==> src/design/mac_regs.svh <==
// Constants of the multiply-accumulate unit: APB offsets, fields, resets.
// Assumes it is included by bare name from the modules and the bench files.
`ifndef MAC_REGS_SVH
`define MAC_REGS_SVH

`define MAC_APB_AW          8
`define MAC_OFF_LOW_WORD    8'h00
`define MAC_OFF_HIGH_WORD   8'h04
`define MAC_OFF_EXT_BITS    8'h08
`define MAC_OFF_OPERANDS    8'h0c
`define MAC_OFF_CONTROL     8'h10
`define MAC_CTRL_FMT_BIT    0
`define MAC_CTRL_RND_BIT    1
`define MAC_CTRL_SUM_BIT    2
`define MAC_CTRL_NEG_BIT    3
`define MAC_CTRL_CLEAR_BIT  8
`define MAC_ROUND_BIT       15
`define MAC_ACC_RESET       35'h000000000
`define MAC_CTRL_RESET      4'h0

`endif

==> src/design/mac_pkg.sv <==
// Types shared by the multiply-accumulate unit and its product stage.
// Assumes the constants header is on the include path.
package mac_pkg;

    typedef struct packed {
        logic negate;
        logic sum;
        logic round;
        logic fmt;
    } ctrl_t;

    typedef enum logic [1:0] {
        OP_LOAD    = 2'h0,
        OP_ADD     = 2'h1,
        OP_SUB     = 2'h3,
        OP_PRELOAD = 2'h2
    } acc_op_t;

    typedef enum logic [2:0] {
        REG_LOW  = 3'h0,
        REG_HIGH = 3'h1,
        REG_EXT  = 3'h2,
        REG_OPS  = 3'h3,
        REG_CTRL = 3'h4,
        REG_NONE = 3'h7
    } reg_sel_t;

endpackage : mac_pkg

==> src/design/mac_prod_if.sv <==
// Carries operands, controls and the extended product between stages.
// Assumes both stages run on the same clock domain.
`timescale 1ns/1ns
interface mac_prod_if #(parameter int OPW = 16, parameter int ACCW = 35);
    logic [OPW-1:0]  x_op;
    logic [OPW-1:0]  y_op;
    logic            fmt;
    logic            round;
    logic [ACCW-1:0] product;

    modport calc (input x_op, input y_op, input fmt, input round,
                  output product);
    modport user (output x_op, output y_op, output fmt, output round,
                  input product);
endinterface : mac_prod_if

==> src/design/mac_product.sv <==
// Multiplier stage: full product, extension to accumulator width, round.
// Assumes registered operands and controls arrive over the interface.
`timescale 1ns/1ns
module mac_product #(
    parameter int OPW  = 16,
    parameter int ACCW = 35
) (
    mac_prod_if.calc p
);
    import mac_pkg::*;
    `include "mac_regs.svh"

    logic signed [OPW:0]     x_ext;
    logic signed [OPW:0]     y_ext;
    logic signed [2*OPW+1:0] full;
    logic [ACCW-1:0]         wide;

    // One 17 x 17 signed multiply covers both formats.
    always_comb begin
        x_ext = {p.fmt & p.x_op[OPW-1], p.x_op};
        y_ext = {p.fmt & p.y_op[OPW-1], p.y_op};
        full  = x_ext * y_ext;
        wide  = ACCW'(full);
        p.product = wide + (p.round ? ACCW'(1) << `MAC_ROUND_BIT
                                    : ACCW'(0));
    end

endmodule : mac_product

==> src/design/multiply_accumulate_unit.sv <==
// 16 x 16 multiplier with 35-bit accumulator, three shared ports, APB view.
// Assumes all pins, the three operand/product clocks among them, are
// synchronous to clk_sys_in and sampled as ordinary inputs.
`timescale 1ns/1ns
`include "mac_regs.svh"

// Functional notes
// - Multiplicand is 16 bits, signed or unsigned per latched format.
// - Low bus carries multiplier in, low word out, low word preload.
// - High bus outputs accumulator bits 16..31 and preloads them.
// - Extension bus outputs bits 32..34 and preloads them.
// - Format high means two's complement, low means unsigned.
// - Sum mode low loads product; high combines with accumulator.
// - Sum with negate stores product minus accumulator, else sum.
// - Round select adds one at bit 15 of the product.
// - Full 32-bit product is extended to 35 bits.
// - X register takes X clock edges, Y register takes Y clock edges.
// - Four-bit control register loads on either operand clock edge.
// - Accumulator registers change only on product clock edges or a software clear.
// - Product edge loads port data when preloading, else the result.
// - Port load select high floats all three output ports.
// - In preload, each port with enable high loads its register.
// - Low enable high floats low port; low drives the low word.
// - High enable low drives high port; high floats it.
// - Extension enable low drives extension port; high floats it.
// - With load select low, enables only gate their ports.
module multiply_accumulate_unit #(
    parameter int OPW  = 16,
    parameter int EXTW = 3
) (
    // Clock and reset
    input  wire logic                     clk_sys_in,
    input  wire logic                     srst_in,
    // Operand and control pins
    input  wire logic [OPW-1:0]           multiplicand_in,
    input  wire logic                     operand_format_sel_in,
    input  wire logic                     round_sel_in,
    input  wire logic                     sum_mode_sel_in,
    input  wire logic                     negate_mode_sel_in,
    input  wire logic                     x_operand_clk_in,
    input  wire logic                     y_operand_clk_in,
    input  wire logic                     product_clk_in,
    // Port control pins
    input  wire logic                     port_load_sel_in,
    input  wire logic                     low_port_out_en_n_in,
    input  wire logic                     high_port_out_en_n_in,
    input  wire logic                     ext_port_out_en_n_in,
    // Low bus: multiplier in, low product word out
    input  wire logic [OPW-1:0]           multiplier_low_word_bus_in,
    output logic      [OPW-1:0]           multiplier_low_word_bus_out,
    output logic                          multiplier_low_word_bus_oe_out,
    // High product bus
    input  wire logic [OPW-1:0]           high_product_bus_in,
    output logic      [OPW-1:0]           high_product_bus_out,
    output logic                          high_product_bus_oe_out,
    // Extension bus
    input  wire logic [EXTW-1:0]          extension_bus_in,
    output logic      [EXTW-1:0]          extension_bus_out,
    output logic                          extension_bus_oe_out,
    // APB slave
    input  wire logic                     psel_in,
    input  wire logic                     penable_in,
    input  wire logic                     pwrite_in,
    input  wire logic [`MAC_APB_AW-1:0]   paddr_in,
    input  wire logic [31:0]              pwdata_in,
    output logic      [31:0]              prdata_out,
    output logic                          pready_out,
    output logic                          pslverr_out
);
    import mac_pkg::*;

    localparam int ACCW = 2 * OPW + EXTW;

    logic            x_clk_q;
    logic            y_clk_q;
    logic            p_clk_q;
    logic            x_edge;
    logic            y_edge;
    logic            p_edge;
    logic [OPW-1:0]  x_reg;
    logic [OPW-1:0]  y_reg;
    ctrl_t           ctrl;
    logic [OPW-1:0]  low_product_word;
    logic [OPW-1:0]  high_product_word;
    logic [EXTW-1:0] extension_bits;
    logic [ACCW-1:0] acc;
    logic [ACCW-1:0] next_acc;
    acc_op_t         op;
    logic            sw_clear;
    logic            apb_access;
    logic            apb_done;
    reg_sel_t        sel;

    mac_prod_if #(.OPW(OPW), .ACCW(ACCW)) prod_if ();

    mac_product #(
        .OPW  (OPW),
        .ACCW (ACCW)
    ) u_product (
        .p (prod_if.calc)
    );

    function automatic reg_sel_t decode(input logic [`MAC_APB_AW-1:0] a);
        case (a)
            `MAC_OFF_LOW_WORD:  decode = REG_LOW;
            `MAC_OFF_HIGH_WORD: decode = REG_HIGH;
            `MAC_OFF_EXT_BITS:  decode = REG_EXT;
            `MAC_OFF_OPERANDS:  decode = REG_OPS;
            `MAC_OFF_CONTROL:   decode = REG_CTRL;
            default:            decode = REG_NONE;
        endcase
    endfunction : decode

    function automatic acc_op_t op_of(input logic load, input ctrl_t c);
        if (load) begin
            op_of = OP_PRELOAD;
        end else if (!c.sum) begin
            op_of = OP_LOAD;
        end else if (c.negate) begin
            op_of = OP_SUB;
        end else begin
            op_of = OP_ADD;
        end
    endfunction : op_of

    // The three pin clocks are sampled; a rising edge is seen for one cycle.
    always_ff @(posedge clk_sys_in) begin
        if (srst_in) begin
            x_clk_q <= 1'b0;
            y_clk_q <= 1'b0;
            p_clk_q <= 1'b0;
        end else begin
            x_clk_q <= x_operand_clk_in;
            y_clk_q <= y_operand_clk_in;
            p_clk_q <= product_clk_in;
        end
    end

    assign x_edge = x_operand_clk_in & ~x_clk_q;
    assign y_edge = y_operand_clk_in & ~y_clk_q;
    assign p_edge = product_clk_in & ~p_clk_q;

    // Operand registers.
    always_ff @(posedge clk_sys_in) begin
        if (srst_in) begin
            x_reg <= '0;
            y_reg <= '0;
        end else begin
            if (x_edge) begin
                x_reg <= multiplicand_in;
            end
            if (y_edge) begin
                y_reg <= multiplier_low_word_bus_in;
            end
        end
    end

    // Control register.
    always_ff @(posedge clk_sys_in) begin
        if (srst_in) begin
            ctrl <= ctrl_t'(`MAC_CTRL_RESET);
        end else if (x_edge || y_edge) begin
            ctrl.fmt    <= operand_format_sel_in;
            ctrl.round  <= round_sel_in;
            ctrl.sum    <= sum_mode_sel_in;
            ctrl.negate <= negate_mode_sel_in;
        end
    end

    assign prod_if.x_op  = x_reg;
    assign prod_if.y_op  = y_reg;
    assign prod_if.fmt   = ctrl.fmt;
    assign prod_if.round = ctrl.round;

    assign acc = {extension_bits, high_product_word, low_product_word};
    assign op  = op_of(port_load_sel_in, ctrl);

    // Arithmetic wraps at the accumulator width; no overflow is kept.
    always_comb begin
        case (op)
            OP_LOAD: next_acc = prod_if.product;
            OP_ADD:  next_acc = prod_if.product + acc;
            OP_SUB:  next_acc = prod_if.product - acc;
            default: next_acc = acc;
        endcase
    end

    // Accumulator registers; a product edge wins over a software clear.
    always_ff @(posedge clk_sys_in) begin
        if (srst_in) begin
            {extension_bits, high_product_word, low_product_word}
                <= `MAC_ACC_RESET;
        end else if (p_edge) begin
            if (op == OP_PRELOAD) begin
                if (low_port_out_en_n_in) begin
                    low_product_word <= multiplier_low_word_bus_in;
                end
                if (high_port_out_en_n_in) begin
                    high_product_word <= high_product_bus_in;
                end
                if (ext_port_out_en_n_in) begin
                    extension_bits <= extension_bus_in;
                end
            end else begin
                {extension_bits, high_product_word, low_product_word}
                    <= next_acc;
            end
        end else if (sw_clear) begin
            {extension_bits, high_product_word, low_product_word}
                <= `MAC_ACC_RESET;
        end
    end

    // Enables are registered, so a port follows its pins one cycle late.
    always_ff @(posedge clk_sys_in) begin
        if (srst_in) begin
            multiplier_low_word_bus_oe_out <= 1'b0;
            high_product_bus_oe_out        <= 1'b0;
            extension_bus_oe_out           <= 1'b0;
        end else begin
            multiplier_low_word_bus_oe_out <= ~port_load_sel_in
                & ~low_port_out_en_n_in;
            high_product_bus_oe_out <= ~port_load_sel_in
                & ~high_port_out_en_n_in;
            extension_bus_oe_out <= ~port_load_sel_in
                & ~ext_port_out_en_n_in;
        end
    end

    assign multiplier_low_word_bus_out = low_product_word;
    assign high_product_bus_out        = high_product_word;
    assign extension_bus_out           = extension_bits;

    // APB slave with one wait state so read data comes from a register.
    assign apb_access = psel_in & penable_in;
    assign apb_done   = apb_access & pready_out;
    assign sel        = decode(paddr_in);

    always_ff @(posedge clk_sys_in) begin
        if (srst_in) begin
            pready_out  <= 1'b0;
            pslverr_out <= 1'b0;
            prdata_out  <= 32'h00000000;
        end else begin
            pready_out  <= apb_access & ~pready_out;
            pslverr_out <= apb_access & ~pready_out & (sel == REG_NONE);
            if (apb_access && !pready_out && !pwrite_in) begin
                case (sel)
                    REG_LOW:  prdata_out <= 32'(low_product_word);
                    REG_HIGH: prdata_out <= 32'(high_product_word);
                    REG_EXT:  prdata_out <= 32'(extension_bits);
                    REG_OPS:  prdata_out <= {y_reg, x_reg};
                    REG_CTRL: prdata_out <= 32'(ctrl);
                    default:  prdata_out <= 32'h00000000;
                endcase
            end
        end
    end

    // Writing the clear bit zeroes the accumulator one cycle later.
    always_ff @(posedge clk_sys_in) begin
        if (srst_in) begin
            sw_clear <= 1'b0;
        end else begin
            sw_clear <= apb_done & pwrite_in & (sel == REG_CTRL)
                        & pwdata_in[`MAC_CTRL_CLEAR_BIT];
        end
    end

endmodule : multiply_accumulate_unit

==> config.mk <==
export PLATFORM = sky130hd
export DESIGN_NAME = multiply_accumulate_unit
export DESIGN_NICKNAME = d
export VERILOG_FILES = /design/src/design/mac_pkg.sv /design/src/design/mac_prod_if.sv /design/src/design/mac_product.sv /design/src/design/multiply_accumulate_unit.sv
export VERILOG_INCLUDE_DIRS = /design/src /design/src/design
export SDC_FILE = /design/constraint.sdc
export NUM_CORES = 1
export LEC_CHECK = 0
export BUFFER_PORTS_ARGS = -buffer_cell sky130_fd_sc_hd__buf_4
export CORE_MARGIN = 3
export CORE_UTILIZATION = 35
export DETAILED_ROUTE_END_ITERATION = 6
export PLACE_DENSITY = 0.6
export SLEW_MARGIN = 15
export SYNTH_ARGS = -nofsm -noshare
export SYNTH_HDL_FRONTEND = slang
export SYNTH_SLANG_ARGS = --single-unit
==> constraint.sdc <==
create_clock -name clk_sys_in -period 14.6 [get_ports clk_sys_in]
set_clock_uncertainty 0.05 [all_clocks]
set_input_delay 1.46 -clock clk_sys_in [delete_from_list [all_inputs] [get_ports clk_sys_in]]
set_output_delay 1.46 -clock clk_sys_in [all_outputs]
set_load 0.01 [all_outputs]
* Word level (Yosys, flattened, before mapping) *
Cells that the tools add are included.

word-level totals
  register bits = 112
  input bits = 107
  output and inout port bits = 72
  logic and storage cells = 92

operators by class
  add/subtract/negate cells = 3
  multipliers = 1
  equal/unequal tests = 16
  mux-type cells = 18
  bitwise logic cells = 23
  reduce and logical (&&, ||, !) cells = 12

operator list
  cell                                                 number
  one-hot mux 32 bit (5 select lines)                  1
  two-way mux 16 bit                                   8
  one-hot mux 35 bit (3 select lines)                  1
  adder 35 bit                                         2
  subtractor 35 bit                                    1
  multiplier 17 x 17 -> 34 bit                         1
  equality test 8 x 4 -> 1 bit, second input constant  2
  AND 1 bit                                            15
  one-hot mux 3 bit (5 select lines)                   1
  two-way mux 3 bit                                    4
  != test 3 bit, second input constant                 3
  AND reduction 3 bit                                  3
  equality test 8 x 3 -> 1 bit, second input constant  1
  equality test 8 x 5 -> 1 bit, second input constant  1
  logical NOT 8 bit                                    1
  NOT 1 bit                                            8
  equality test 3 x 2 -> 1 bit, second input constant  2
  equality test 3 bit, second input constant           2
  two-way mux 2 bit                                    3
  != test 5 x 1 -> 1 bit, second input constant        1
  equality test 2 bit, second input constant           2
  equality test 3 x 1 -> 1 bit, second input constant  1
  logical NOT 3 bit                                    1
  equality test 2 x 1 -> 1 bit, second input constant  1
  other kinds (5)                                      7

* Longest topological paths before layout *
Gate-level depths: netlist (run 1).

  depth after elaboration = 7
  gate-level depth with buffers = 41
  mapped depth without buffers = 38

* By module *
A second synthesis (run 1) with hierarchy kept.

unflattened totals
  cells, all modules = 2250
  area, all modules = 18616.6 um^2

modules (own cells, without submodules)
  module                    instances  cells an instance  area each (um^2)  sequential area each (um^2)
  mac_product               1          1242               11098.1           0.0
  multiply_accumulate_unit  1          1008               7518.5            2242.2

* Worst setup path before layout (run 1) *
OpenSTA, ideal clock, no wires.

  path type = flip-flop to flip-flop
  start point = reg x_reg[10], in the netlist prod_if.x_op[10]
  end point = reg extension_bits[0], in the netlist extension_bus_out[0]
  setup time = 0.129 ns
  arrival = 8.344 ns
  required time = 14.421 ns
  slack = 6.077 ns
  stages on the path, launching flop included = 39
  path buffers = 3
  period minus slack after synthesis = 8.523 ns
  cells stage by stage = dfxtp_1 > clkbuf_1 > clkbuf_1 > nand2_1 > fa_1 > fa_1 > inv_1 > fa_1 > inv_1 > fa_1 > inv_1 > fa_1 > inv_1 > fa_1 > inv_1 > ha_1 > buf_2 > nand2_1 > (+3 left out) > xnor2_1 > ha_1 > nand2_1 > mux2i_1 > and4b_1 > and4_1 > nand2_1 > xnor2_1 > ha_1 > a21oi_1 > o21ai_0 > a211oi_1 > nor2_1 > a31oi_1 > o21bai_1 > o311a_1 > a2111oi_0 > nor2_1

on the way
  word-level cells in the longest chain between the ends = 6
  elaborated cells on any way between the ends = 7
  those cells by class = add/sub: 3; mul: 1; mux: 3

ends and longest elaborated chain
  item                                                      RTL line                                                          RTL
  start, declared                                           multiply_accumulate_unit.sv:80                                    logic [OPW-1:0] x_reg;
  start signal, assigned                                    multiply_accumulate_unit.sv:150                                   x_reg <= multiplicand_in;
  multiplier 17 x 17 -> 34 bit *                            mac_product.sv:22                                                 full = x_ext * y_ext;
  adder 35 bit *                                            mac_product.sv:24                                                 p.product = wide + (p.round ? ACCW'(1) << `MAC_ROUND_BIT
  subtractor 35 bit / adder 35 bit (equally long branches)  multiply_accumulate_unit.sv:183, multiply_accumulate_unit.sv:182
  one-hot mux 35 bit (3 select lines) *                     multiply_accumulate_unit.sv:180                                   case (op)
  two-way mux 3 bit *                                       multiply_accumulate_unit.sv:194                                   if (op == OP_PRELOAD) begin
  two-way mux 3 bit *                                       multiply_accumulate_unit.sv:193                                   end else if (p_edge) begin
  end signal, assigned                                      multiply_accumulate_unit.sv:202                                   extension_bits <= extension_bus_in;
  end, declared                                             multiply_accumulate_unit.sv:85                                    logic [EXTW-1:0] extension_bits;

Every way passes the cells marked *; elsewhere a longest branch is shown, timed or not.
A chain may end at the register's enable or synchronous reset.

* Final worst setup path (run 1) *
  start point = reg y_reg[4], in the netlist prod_if.y_op[4]
  end point = reg extension_bits[0], in the netlist extension_bus_out[0]

on the way
  word-level cells in the longest chain between the ends = 6
  elaborated cells on any way between the ends = 7
  those cells by class = add/sub: 3; mul: 1; mux: 3

ends and longest elaborated chain
  item                                                      RTL line                                                          RTL
  start, declared                                           multiply_accumulate_unit.sv:81                                    logic [OPW-1:0] y_reg;
  start signal, assigned                                    multiply_accumulate_unit.sv:153                                   y_reg <= multiplier_low_word_bus_in;
  multiplier 17 x 17 -> 34 bit *                            mac_product.sv:22
  adder 35 bit *                                            mac_product.sv:24
  subtractor 35 bit / adder 35 bit (equally long branches)  multiply_accumulate_unit.sv:183, multiply_accumulate_unit.sv:182
  one-hot mux 35 bit (3 select lines) *                     multiply_accumulate_unit.sv:180
  two-way mux 3 bit *                                       multiply_accumulate_unit.sv:194
  two-way mux 3 bit *                                       multiply_accumulate_unit.sv:193

Marked as above.

==> impl_results.rst, run 1 <==
.. list-table::
   :header-rows: 1

   * - Metric
     - Value
   * - Startpoint kind of the worst setup timing path
     - flip-flop
   * - Initial drt markers
     - 994
   * - Filler cell count in the final layout
     - 5,434
   * - Htree depth
     - 3
   * - Via count of the first global-routing pass
     - 16,900
   * - Half-perimeter wire length after placement
     - 46,200 um
   * - Max-slew headroom at the worst pin
     - 23.3%
   * - Net Switching
     - around 0.00054 W
   * - Fraction of synthesized area in multiplexers
     - 2.20%
   * - Pwr dens
     - 59.6 nW/um2
   * - Antenna violations before repair
     - 0
   * - RD Place Congestion
     - 0.906
   * - CTS tree
     - built
   * - Chip Width
     - 238 um
   * - Area of all sequential standard cells
     - 2240 um2
   * - Worst Setup End Kind
     - flip-flop
   * - Top-level I/O count
     - 179
   * - Clock latency reported for the late side of the worst-skew pair
     - 0.39 ns
   * - Crit path max-delay cell type
     - sky130_fd_sc_hd__dfxtp_1
   * - Launch instance of the worst register-to-register path
     - prod_if.y_op[4]
   * - Hold Fails Final Rpt
     - 0
   * - Area of the core
     - 53,000 um2
   * - Design internal power
     - a little over 0.0007 W
   * - Total via count in the routed design
     - 16,000
   * - Clock net sink count
     - 112
   * - Setup fix buffers added after clock tree synthesis
     - 0
   * - Post-layout min period
     - 10.14 ns
   * - Required time of the critical path
     - roughly 15 ns
   * - Share of the clock period used by the worst path after layout
     - 69.5%
   * - Crit path kind
     - flip-flop to flip-flop
   * - Global-route wire length before repair
     - between 90,000 and 100,000 um
   * - Setup TNS after final layout
     - 0 ns
   * - Post-synthesis sequential area ratio
     - 11.9%
   * - Part of the power in the clock network
     - 22.4%
   * - Compound-gate portion of the synthesized area
     - 13.2%
   * - Maximum clock rate
     - ~99 MHz
   * - Ratio of cells with drive above 1 in the final layout
     - 9.63%
   * - Number of vias per cell
     - 5.28
   * - Most frequent standard cell in the layout excluding fill and tap cells
     - sky130_fd_sc_hd__inv_1
   * - Switching Fraction
     - 43.3%
   * - Top FF cell, synth
     - sky130_fd_sc_hd__dfxtp_1
   * - Asr flop ratio synth
     - 0%
   * - Number of standard cells after synthesis
     - 2,277
   * - Signal arrival time at the worst endpoint
     - ~10 ns
   * - Final ANT Viol Nets
     - 0
   * - Max-slew violation total from the final report
     - 0
   * - EDFF count, synth
     - 0
   * - Final standard cell utilization of the core
     - 39.6%
   * - Run status
     - completed
   * - Average cell area after synthesis
     - 8.30 um2
   * - Syn nets
     - ~2,800
   * - Sequential cell fraction of total power
     - 27.9%
   * - Worst vdd ir
     - about 0.065 mV
   * - Adder-Cell Fraction of Synth Area
     - 39.5%
   * - Total global routing overflow
     - 0
   * - Number of buffers created by CTS
     - 9
   * - Y dimension of the die
     - 238 um
   * - Cell area after synthesis
     - 18,900 um2
   * - Iteration count of the initial detailed-routing pass
     - 6
   * - Synth Area in XOR/XNOR
     - 5.03%
   * - Final routed wirelength across all metal layers
     - 58,100 um
   * - Initial Util
     - 35.7%
   * - Worst Min Path Start
     - prod_if.x_op[8]
   * - Worst hold path stage count
     - 2
   * - Multi-input gate area
     - 15,000 um2
   * - Port Buf Inserts
     - roughly 150
   * - Clock-pin slew of the registers on the worst-case setup and hold paths
     - 0.08 ns
   * - Proportion of power drawn by combinational gates
     - 49.6%
   * - Final net count
     - between 2,000 and 3,000
   * - Average wire per cell in the routed design
     - 19.1 um
   * - Number of placement rows
     - 84
   * - FF+latch count, synth
     - around 110
   * - Overall fraction of global-route tracks in use
     - between 20% and 30%
   * - Actual transition at the worst max-transition pin
     - 1.15 ns
   * - Number of gates given a new drive strength after cts
     - 0
   * - Post-detailed-route DRC marker count
     - 0
   * - Critical path launch point
     - prod_if.y_op[4]
   * - Hold bufs inserted after CTS
     - 0
   * - CTS Root Buffer Type
     - sky130_fd_sc_hd__clkbuf_16
   * - Total setup violations reported at the end of the flow
     - 0
   * - Maximum number of pins on one net before global-route repair
     - slightly below 80
   * - Unrepaired setup endpoints after global routing
     - false
   * - CP peak stage delay
     - 0.85 ns
   * - Die ar.
     - ~57,000 um2
   * - Maximum Capacitance Violations
     - 0
   * - Synth Warn #
     - 0
   * - Leakage component of the power
     - 10.2 nW
   * - CTS max path bufs
     - 2
   * - Class of the tightest hold or removal check
     - flip-flop to flip-flop
   * - Maximum fanout encountered on the critical timing path
     - 19
   * - Post-synthesis simple-gate area fraction
     - 19.0%
   * - Length in cells of the worst reg-to-reg path
     - 35
   * - Number of distinct standard cells referenced by the synthesized netlist
     - 81
   * - Highest-count cells in the layout ignoring fill and taps
     - sky130_fd_sc_hd__inv_1 (324), sky130_fd_sc_hd__nand2_1 (308), sky130_fd_sc_hd__fa_1 (297), sky130_fd_sc_hd__buf_4 (183), sky130_fd_sc_hd__nor2_1 (142)
   * - Combinational family with the most area after synthesis
     - adder cells
   * - Area added between synthesis and finish
     - 10.9%
==> flip-flops by register name, summed over array words and instances, names as in the netlist <==
signal and flops:
p_clk_q 1, prod_if.fmt 1, y_clk_q 1, x_clk_q 1
pready_out 1, sw_clear 1, pslverr_out 1, extension_bus_oe_out 1
high_product_bus_oe_out 1, multiplier_low_word_bus_oe_out 1, prod_if.round 1, ctrl 2
prod_if.y_op 16, prod_if.x_op 16, prdata_out 32, multiplier_low_word_bus_out 16
extension_bus_out 3, high_product_bus_out 16
==> cells by family (layout without fill, tap and decap cells) <==
logic type	after synthesis	count (layout)
buffers and inverters	455	525
AND/OR/NAND/NOR	757	757
flip-flops	112	112
adder cells (fa/ha/maj)	419	419
multiplexers	40	40
AO/OA/AOI/OAI	388	388
other	0	2
XOR/XNOR	106	106
==> layer usage <==
metal / share of wire, % / GRT usage [%]
met1: 44 / 28.0
met5: 0 / 0
met4: 3.1 / 6.80
met3: 5.1 / 2.70
met2: 48 / 35.5
==> per-stage QoR <==
step | instances | hold slack [ns] | setup slack (ns) | area [um2] | power [W]
3_5_place_dp | 3019 | 0.402 | 4.64 | 20700 | 0.000966
6_report | 3037 | 0.411 | 4.46 | 21000 | 0.00125
5_1_grt | 3035 | 0.433 | 3.90 | 21000 | 0.00134
3_3_place_gp | 3019 | 0.396 | 4.73 | 20700 | 0.000956
4_1_cts | 3035 | 0.415 | 4.58 | 21000 | 0.00125
2_1_floorplan | 2277 | 0.411 | 6.08 | 18900 | 0.000790
==> path summary, 6_finish.rpt <==
check	slack, ns	end
worst max-delay path	4.46	extension_bus_out[0]
worst min-delay path	0.41	prod_if.x_op[8]
worst max register to register	4.46	extension_bus_out[0]
worst min register to register	0.41	prod_if.x_op[8]
==> final cells by class <==
cell class / count / share of cell area [%]
clock buffer: 11 / 1.16
timing repair buffer: 183 / 6.55
inverter: 326 / 5.84
antenna: 2 / 0.0239
multi-input combinational: 1710 / 71.3
tap: 688 / 4.11
sequential: 112 / 10.7
clock inverter: 5 / 0.298
==> power groups by stage <==
stage / registers (W) / clock network, W / logic [W]
floorplan: 0.000339 / 0 / 0.000451
global placement: 0.000355 / 0 / 0.000601
detailed placement: 0.000355 / 0 / 0.000610
CTS: 0.000348 / 0.000287 / 0.000616
global route: 0.000351 / 0.000297 / 0.000690
finish: 0.000349 / 0.000281 / 0.000620
==> worst max-delay path: cells and delay by family (launching register included) <==
| kind | cells | cell delay [ns] |
|---|---|---|
| simple gates | 7 | 0.85 |
| compound gates | 10 | 2.95 |
| flops | 1 | 0.85 |
| xor+xnor | 2 | 0.69 |
| fa+ha+maj | 10 | 4.24 |
| buf+inv | 6 | 0.34 |
==> cell usage after synthesis, types with 6 or more instances <==
cell type	n	area (um2)
sky130_fd_sc_hd__nand4_1	6	37.5
sky130_fd_sc_hd__a21o_1	20	150
sky130_fd_sc_hd__mux2i_1	36	360
sky130_fd_sc_hd__and2_1	134	838
sky130_fd_sc_hd__o21ai_0	67	335
sky130_fd_sc_hd__nand2_1	308	1160
sky130_fd_sc_hd__nor3_1	39	195
sky130_fd_sc_hd__clkbuf_1	116	435
sky130_fd_sc_hd__nor4_1	9	56.3
sky130_fd_sc_hd__or2_2	7	43.8
sky130_fd_sc_hd__dfxtp_1	112	2240
sky130_fd_sc_hd__o21a_1	15	113
sky130_fd_sc_hd__ha_1	122	1530
sky130_fd_sc_hd__xor2_1	38	333
sky130_fd_sc_hd__fa_1	297	5950
sky130_fd_sc_hd__o31ai_1	8	60.1
sky130_fd_sc_hd__o21bai_1	6	45.0
sky130_fd_sc_hd__nand3_1	23	115
sky130_fd_sc_hd__and3_1	18	113
sky130_fd_sc_hd__inv_1	324	1220
sky130_fd_sc_hd__nor2_1	142	533
sky130_fd_sc_hd__a21oi_1	140	701
sky130_fd_sc_hd__a211oi_1	11	82.6
sky130_fd_sc_hd__or3_1	11	68.8
sky130_fd_sc_hd__o211ai_1	10	75.1
sky130_fd_sc_hd__xnor2_1	66	578
sky130_fd_sc_hd__buf_1	6	22.5
sky130_fd_sc_hd__a22oi_1	36	270
sky130_fd_sc_hd__nor2b_1	16	100
sky130_fd_sc_hd__nand2b_1	20	125
Power figures use the tool's default switching activity.
==> run 2, diff against run 1 <==
- ABC_AREA: not set -> 1
- clock period: 14.6 -> 10.37 ns (I/O delays scaled with it)
==> run 2 against run 1 <==
Compared with the run above: clock power is 31% higher; critical endpoint is now extension_bus_out[2]; routed wire length is 4.3% higher; worst hold slack better by 0.0078 ns; largest cell class unchanged; largest power group unchanged; first-iteration DRC count is 32% higher.
==> impl_results.rst, run 2 <==
.. list-table::
   :header-rows: 1

   * - Metric
     - Value
   * - Clock latency reported for the late side of the worst-skew pair
     - between 0.3 and 0.4 ns
   * - Number of standard cells after synthesis
     - around 2,700
   * - Cell type group with the largest total delay on the critical path
     - adder cells
   * - Antenna violations before repair
     - 0
   * - Signal arrival time at the worst endpoint
     - roughly 9.4 ns
   * - Initial drt markers
     - 1,312
   * - Part of the power in the clock network
     - 12.2%
   * - Proportion of power drawn by combinational gates
     - 69.9%
   * - Final ANT Viol Nets
     - 0
   * - Pwr dens
     - around 140 nW/um2
   * - Max-slew headroom at the worst pin
     - 27.8%
   * - Crit path kind
     - flip-flop to flip-flop
   * - Most frequent standard cell in the layout excluding fill and tap cells
     - sky130_fd_sc_hd__nand2_1
   * - CP peak stage delay
     - 0.55 ns
   * - Port Buf Inserts
     - 147
   * - Synth top cells by count
     - sky130_fd_sc_hd__nand2_1 (656), sky130_fd_sc_hd__inv_1 (612), sky130_fd_sc_hd__fa_1 (297)
   * - Count of inserted antenna diode cells
     - 0
   * - Maximum fanout encountered on the critical timing path
     - 19
   * - CTS max path bufs
     - 2
   * - Via count of the first global-routing pass
     - 17,100
   * - Half-perimeter wire length after placement
     - about 50,000 um
   * - Synth Warn #
     - 0
   * - Clock-pin slew of the registers on the worst-case setup and hold paths
     - 0.09 ns
   * - Switching Fraction
     - 54.3%
   * - Library cell with the highest instance count after synthesis
     - sky130_fd_sc_hd__nand2_1
   * - Register with the most flip-flops
     - prdata_out
   * - Initial Util
     - around 35%
   * - Chip Width
     - 243 um
   * - Total global routing overflow
     - 0
   * - Hold bufs inserted after CTS
     - 0
   * - Final routed wirelength across all metal layers
     - 60,600 um
   * - Post-layout min period
     - 9.15 ns
   * - Total setup violations reported at the end of the flow
     - 0
   * - Iteration count of the initial detailed-routing pass
     - 5
   * - Setup TNS after final layout
     - 0 ns
   * - Number of vias per cell
     - 4.89
   * - Final setup slack of the worst path
     - 1.22 ns
   * - Syn nets
     - 3,257
   * - Y dimension of the die
     - 243 um
   * - EDFF count, synth
     - 0
   * - Area added between synthesis and finish
     - 11.4%
   * - Number of buffer and inverter instances along the worst setup path
     - 10
   * - Share of the synthesized area in the top cell type
     - 30.3%
   * - Maximum number of pins on one net before global-route repair
     - 58
   * - Worst Setup End Kind
     - flip-flop
   * - Class of the tightest hold or removal check
     - flip-flop to flip-flop
   * - Total via count in the routed design
     - 17,500
   * - Leakage component of the power
     - 11.9 nW
   * - Most frequent CP cell
     - sky130_fd_sc_hd__nand2_1
   * - Largest cells by area after synthesis
     - sky130_fd_sc_hd__fa_1 (30%), sky130_fd_sc_hd__nand2_1 (13%), sky130_fd_sc_hd__inv_1 (12%)
   * - FF+latch count, synth
     - 112
   * - Number of placement rows
     - 86
   * - Setup fix buffers added after clock tree synthesis
     - 0
   * - RD Place Congestion
     - 0.958
   * - Share of the clock period used by the worst path after layout
     - 88.2%
   * - Sequential cell fraction of total power
     - 17.8%
   * - Overall fraction of global-route tracks in use
     - 20.7%
   * - Crit path max-delay cell type
     - sky130_fd_sc_hd__fa_1
   * - Number of gates given a new drive strength after cts
     - 0
   * - Number of buffers created by CTS
     - 9
   * - Post-detailed-route DRC marker count
     - 0
   * - Max-slew violation total from the final report
     - 0
   * - Final net count
     - 3,346
   * - Cell area after synthesis
     - 19,600 um2
   * - Clock net sink count
     - between 100 and 150
   * - Run status
     - completed
   * - Asr flop ratio synth
     - 0%
   * - Design internal power
     - 0.00137 W
   * - Htree depth
     - 3
   * - CTS tree
     - built
   * - Top-level I/O count
     - 179
   * - Startpoint kind of the worst setup timing path
     - flip-flop
   * - Worst vdd ir
     - 0.0944 mV
   * - Average wire per cell in the routed design
     - approximately 17 um
   * - Die ar.
     - 58,900 um2
   * - Ratio of cells with drive above 1 in the final layout
     - 10.3%
   * - Hold Fails Final Rpt
     - 0
   * - Highest-count cells in the layout ignoring fill and taps
     - sky130_fd_sc_hd__nand2_1 (656), sky130_fd_sc_hd__inv_1 (612), sky130_fd_sc_hd__fa_1 (297), sky130_fd_sc_hd__buf_4 (189), sky130_fd_sc_hd__nor2_1 (178)
   * - Average cell area after synthesis
     - 7.18 um2
   * - Unrepaired setup endpoints after global routing
     - false
   * - Post-synthesis sequential area ratio
     - 11.4%
   * - Net Switching
     - 0.00163 W
   * - Actual transition at the worst max-transition pin
     - 1.08 ns
   * - DP Worst Slack
     - around 1.2 ns
   * - Global-route wire length before repair
     - 96,400 um
   * - Synth area leader
     - sky130_fd_sc_hd__fa_1
   * - Required time of the critical path
     - approximately 11 ns
   * - Area of the core
     - 55,300 um2
   * - Number of flip-flops under the largest register name
     - 32
   * - Number of distinct standard cells referenced by the synthesized netlist
     - 51
   * - CTS Root Buffer Type
     - sky130_fd_sc_hd__clkbuf_16
   * - Maximum clock rate
     - about 110 MHz
   * - Maximum Capacitance Violations
     - 0
   * - Top FF cell, synth
     - sky130_fd_sc_hd__dfxtp_1
-- run 2: cell types whose count changed after synthesis, moves of 36 or more --
cell                      change
sky130_fd_sc_hd__and2_1     -132
sky130_fd_sc_hd__inv_1      +288
sky130_fd_sc_hd__mux2i_1     -36
sky130_fd_sc_hd__nand2_1    +348
sky130_fd_sc_hd__nand3_1     +40
sky130_fd_sc_hd__nor2_1      +38
sky130_fd_sc_hd__xnor2_1     -38
-- run 2: cell families after synthesis --
family	synth area share, %
and+or+nand+nor	22.2
buffers and inverters	14.0
adders and majority gates	38.1
AOI/OAI and AO/OA	9.83
DFF	11.4
xor gates and xnor gates	4.41
-- run 2: worst paths after layout --
check	start	cells past startpoint	slack (ns)	end
setup / recovery	prod_if.x_op[15]	45	1.22	extension_bus_out[2]
hold / removal	prdata_out[8]	2	0.42	prdata_out[8]
setup reg to reg	prod_if.x_op[15]	45	1.22	extension_bus_out[2]
hold reg to reg	prdata_out[8]	2	0.42	prdata_out[8]
-- run 2: cell type report --
| class | instances | area, um2 |
|---|---|---|
| inverter | 620 | 2330 |
| sequential | 112 | 2240 |
| clock buffer | 10 | 239 |
| clock inverter | 6 | 53.8 |
| tap | 748 | 936 |
| fill | 5939 | 33500 |
| timing repair buffer | 189 | 1420 |
| multi-input combinational | 1888 | 14600 |
-- run 2: worst min-delay path, cell delays in order, from the launching register on --
cell and delay [ns]:
sky130_fd_sc_hd__dfxtp_1 0.31, sky130_fd_sc_hd__nand2_1 0.06, sky130_fd_sc_hd__a21oi_1 0.05
-- run 2: stage by stage --
stage | std cells | total power (W) | util, % | instance area, um2 | hold WS, ns
floorplan | 2731 | 0.00204 | - | 19600 | 0.440
global placement | 3557 | 0.00262 | 39.0 | 21600 | 0.406
detailed placement | 3557 | 0.00262 | 39.0 | 21600 | 0.406
CTS | 3573 | 0.00300 | 39.5 | 21800 | 0.420
global route | 3573 | 0.00330 | 39.5 | 21800 | 0.441
finish | 3573 | 0.00301 | 39.5 | 21800 | 0.419
-- run 2: power groups by stage --
stage / combinational [W] / clock [W] / sequential (W)
2_1_floorplan: 0.00154 / 0 / 0.000501
3_5_place_dp: 0.00207 / 0 / 0.000544
3_3_place_gp: 0.00208 / 0 / 0.000544
6_report: 0.00210 / 0.000367 / 0.000536
5_1_grt: 0.00237 / 0.000392 / 0.000540
4_1_cts: 0.00209 / 0.000374 / 0.000534
-- run 2: layer usage --
| metal | wire length (um) | up-vias | global-route usage (%) | share of wire [%] |
|---|---|---|---|---|
| li1 | - | 8406 | - | - |
| met1 | 28200 | 8525 | 29.9 | 46 |
| met2 | 27800 | 473 | 33.6 | 46 |
| met3 | 3480 | 68 | 2.40 | 5.7 |
| met4 | 1220 | 0 | 4.20 | 2.0 |
| met5 | 0 | - | 0 | 0 |
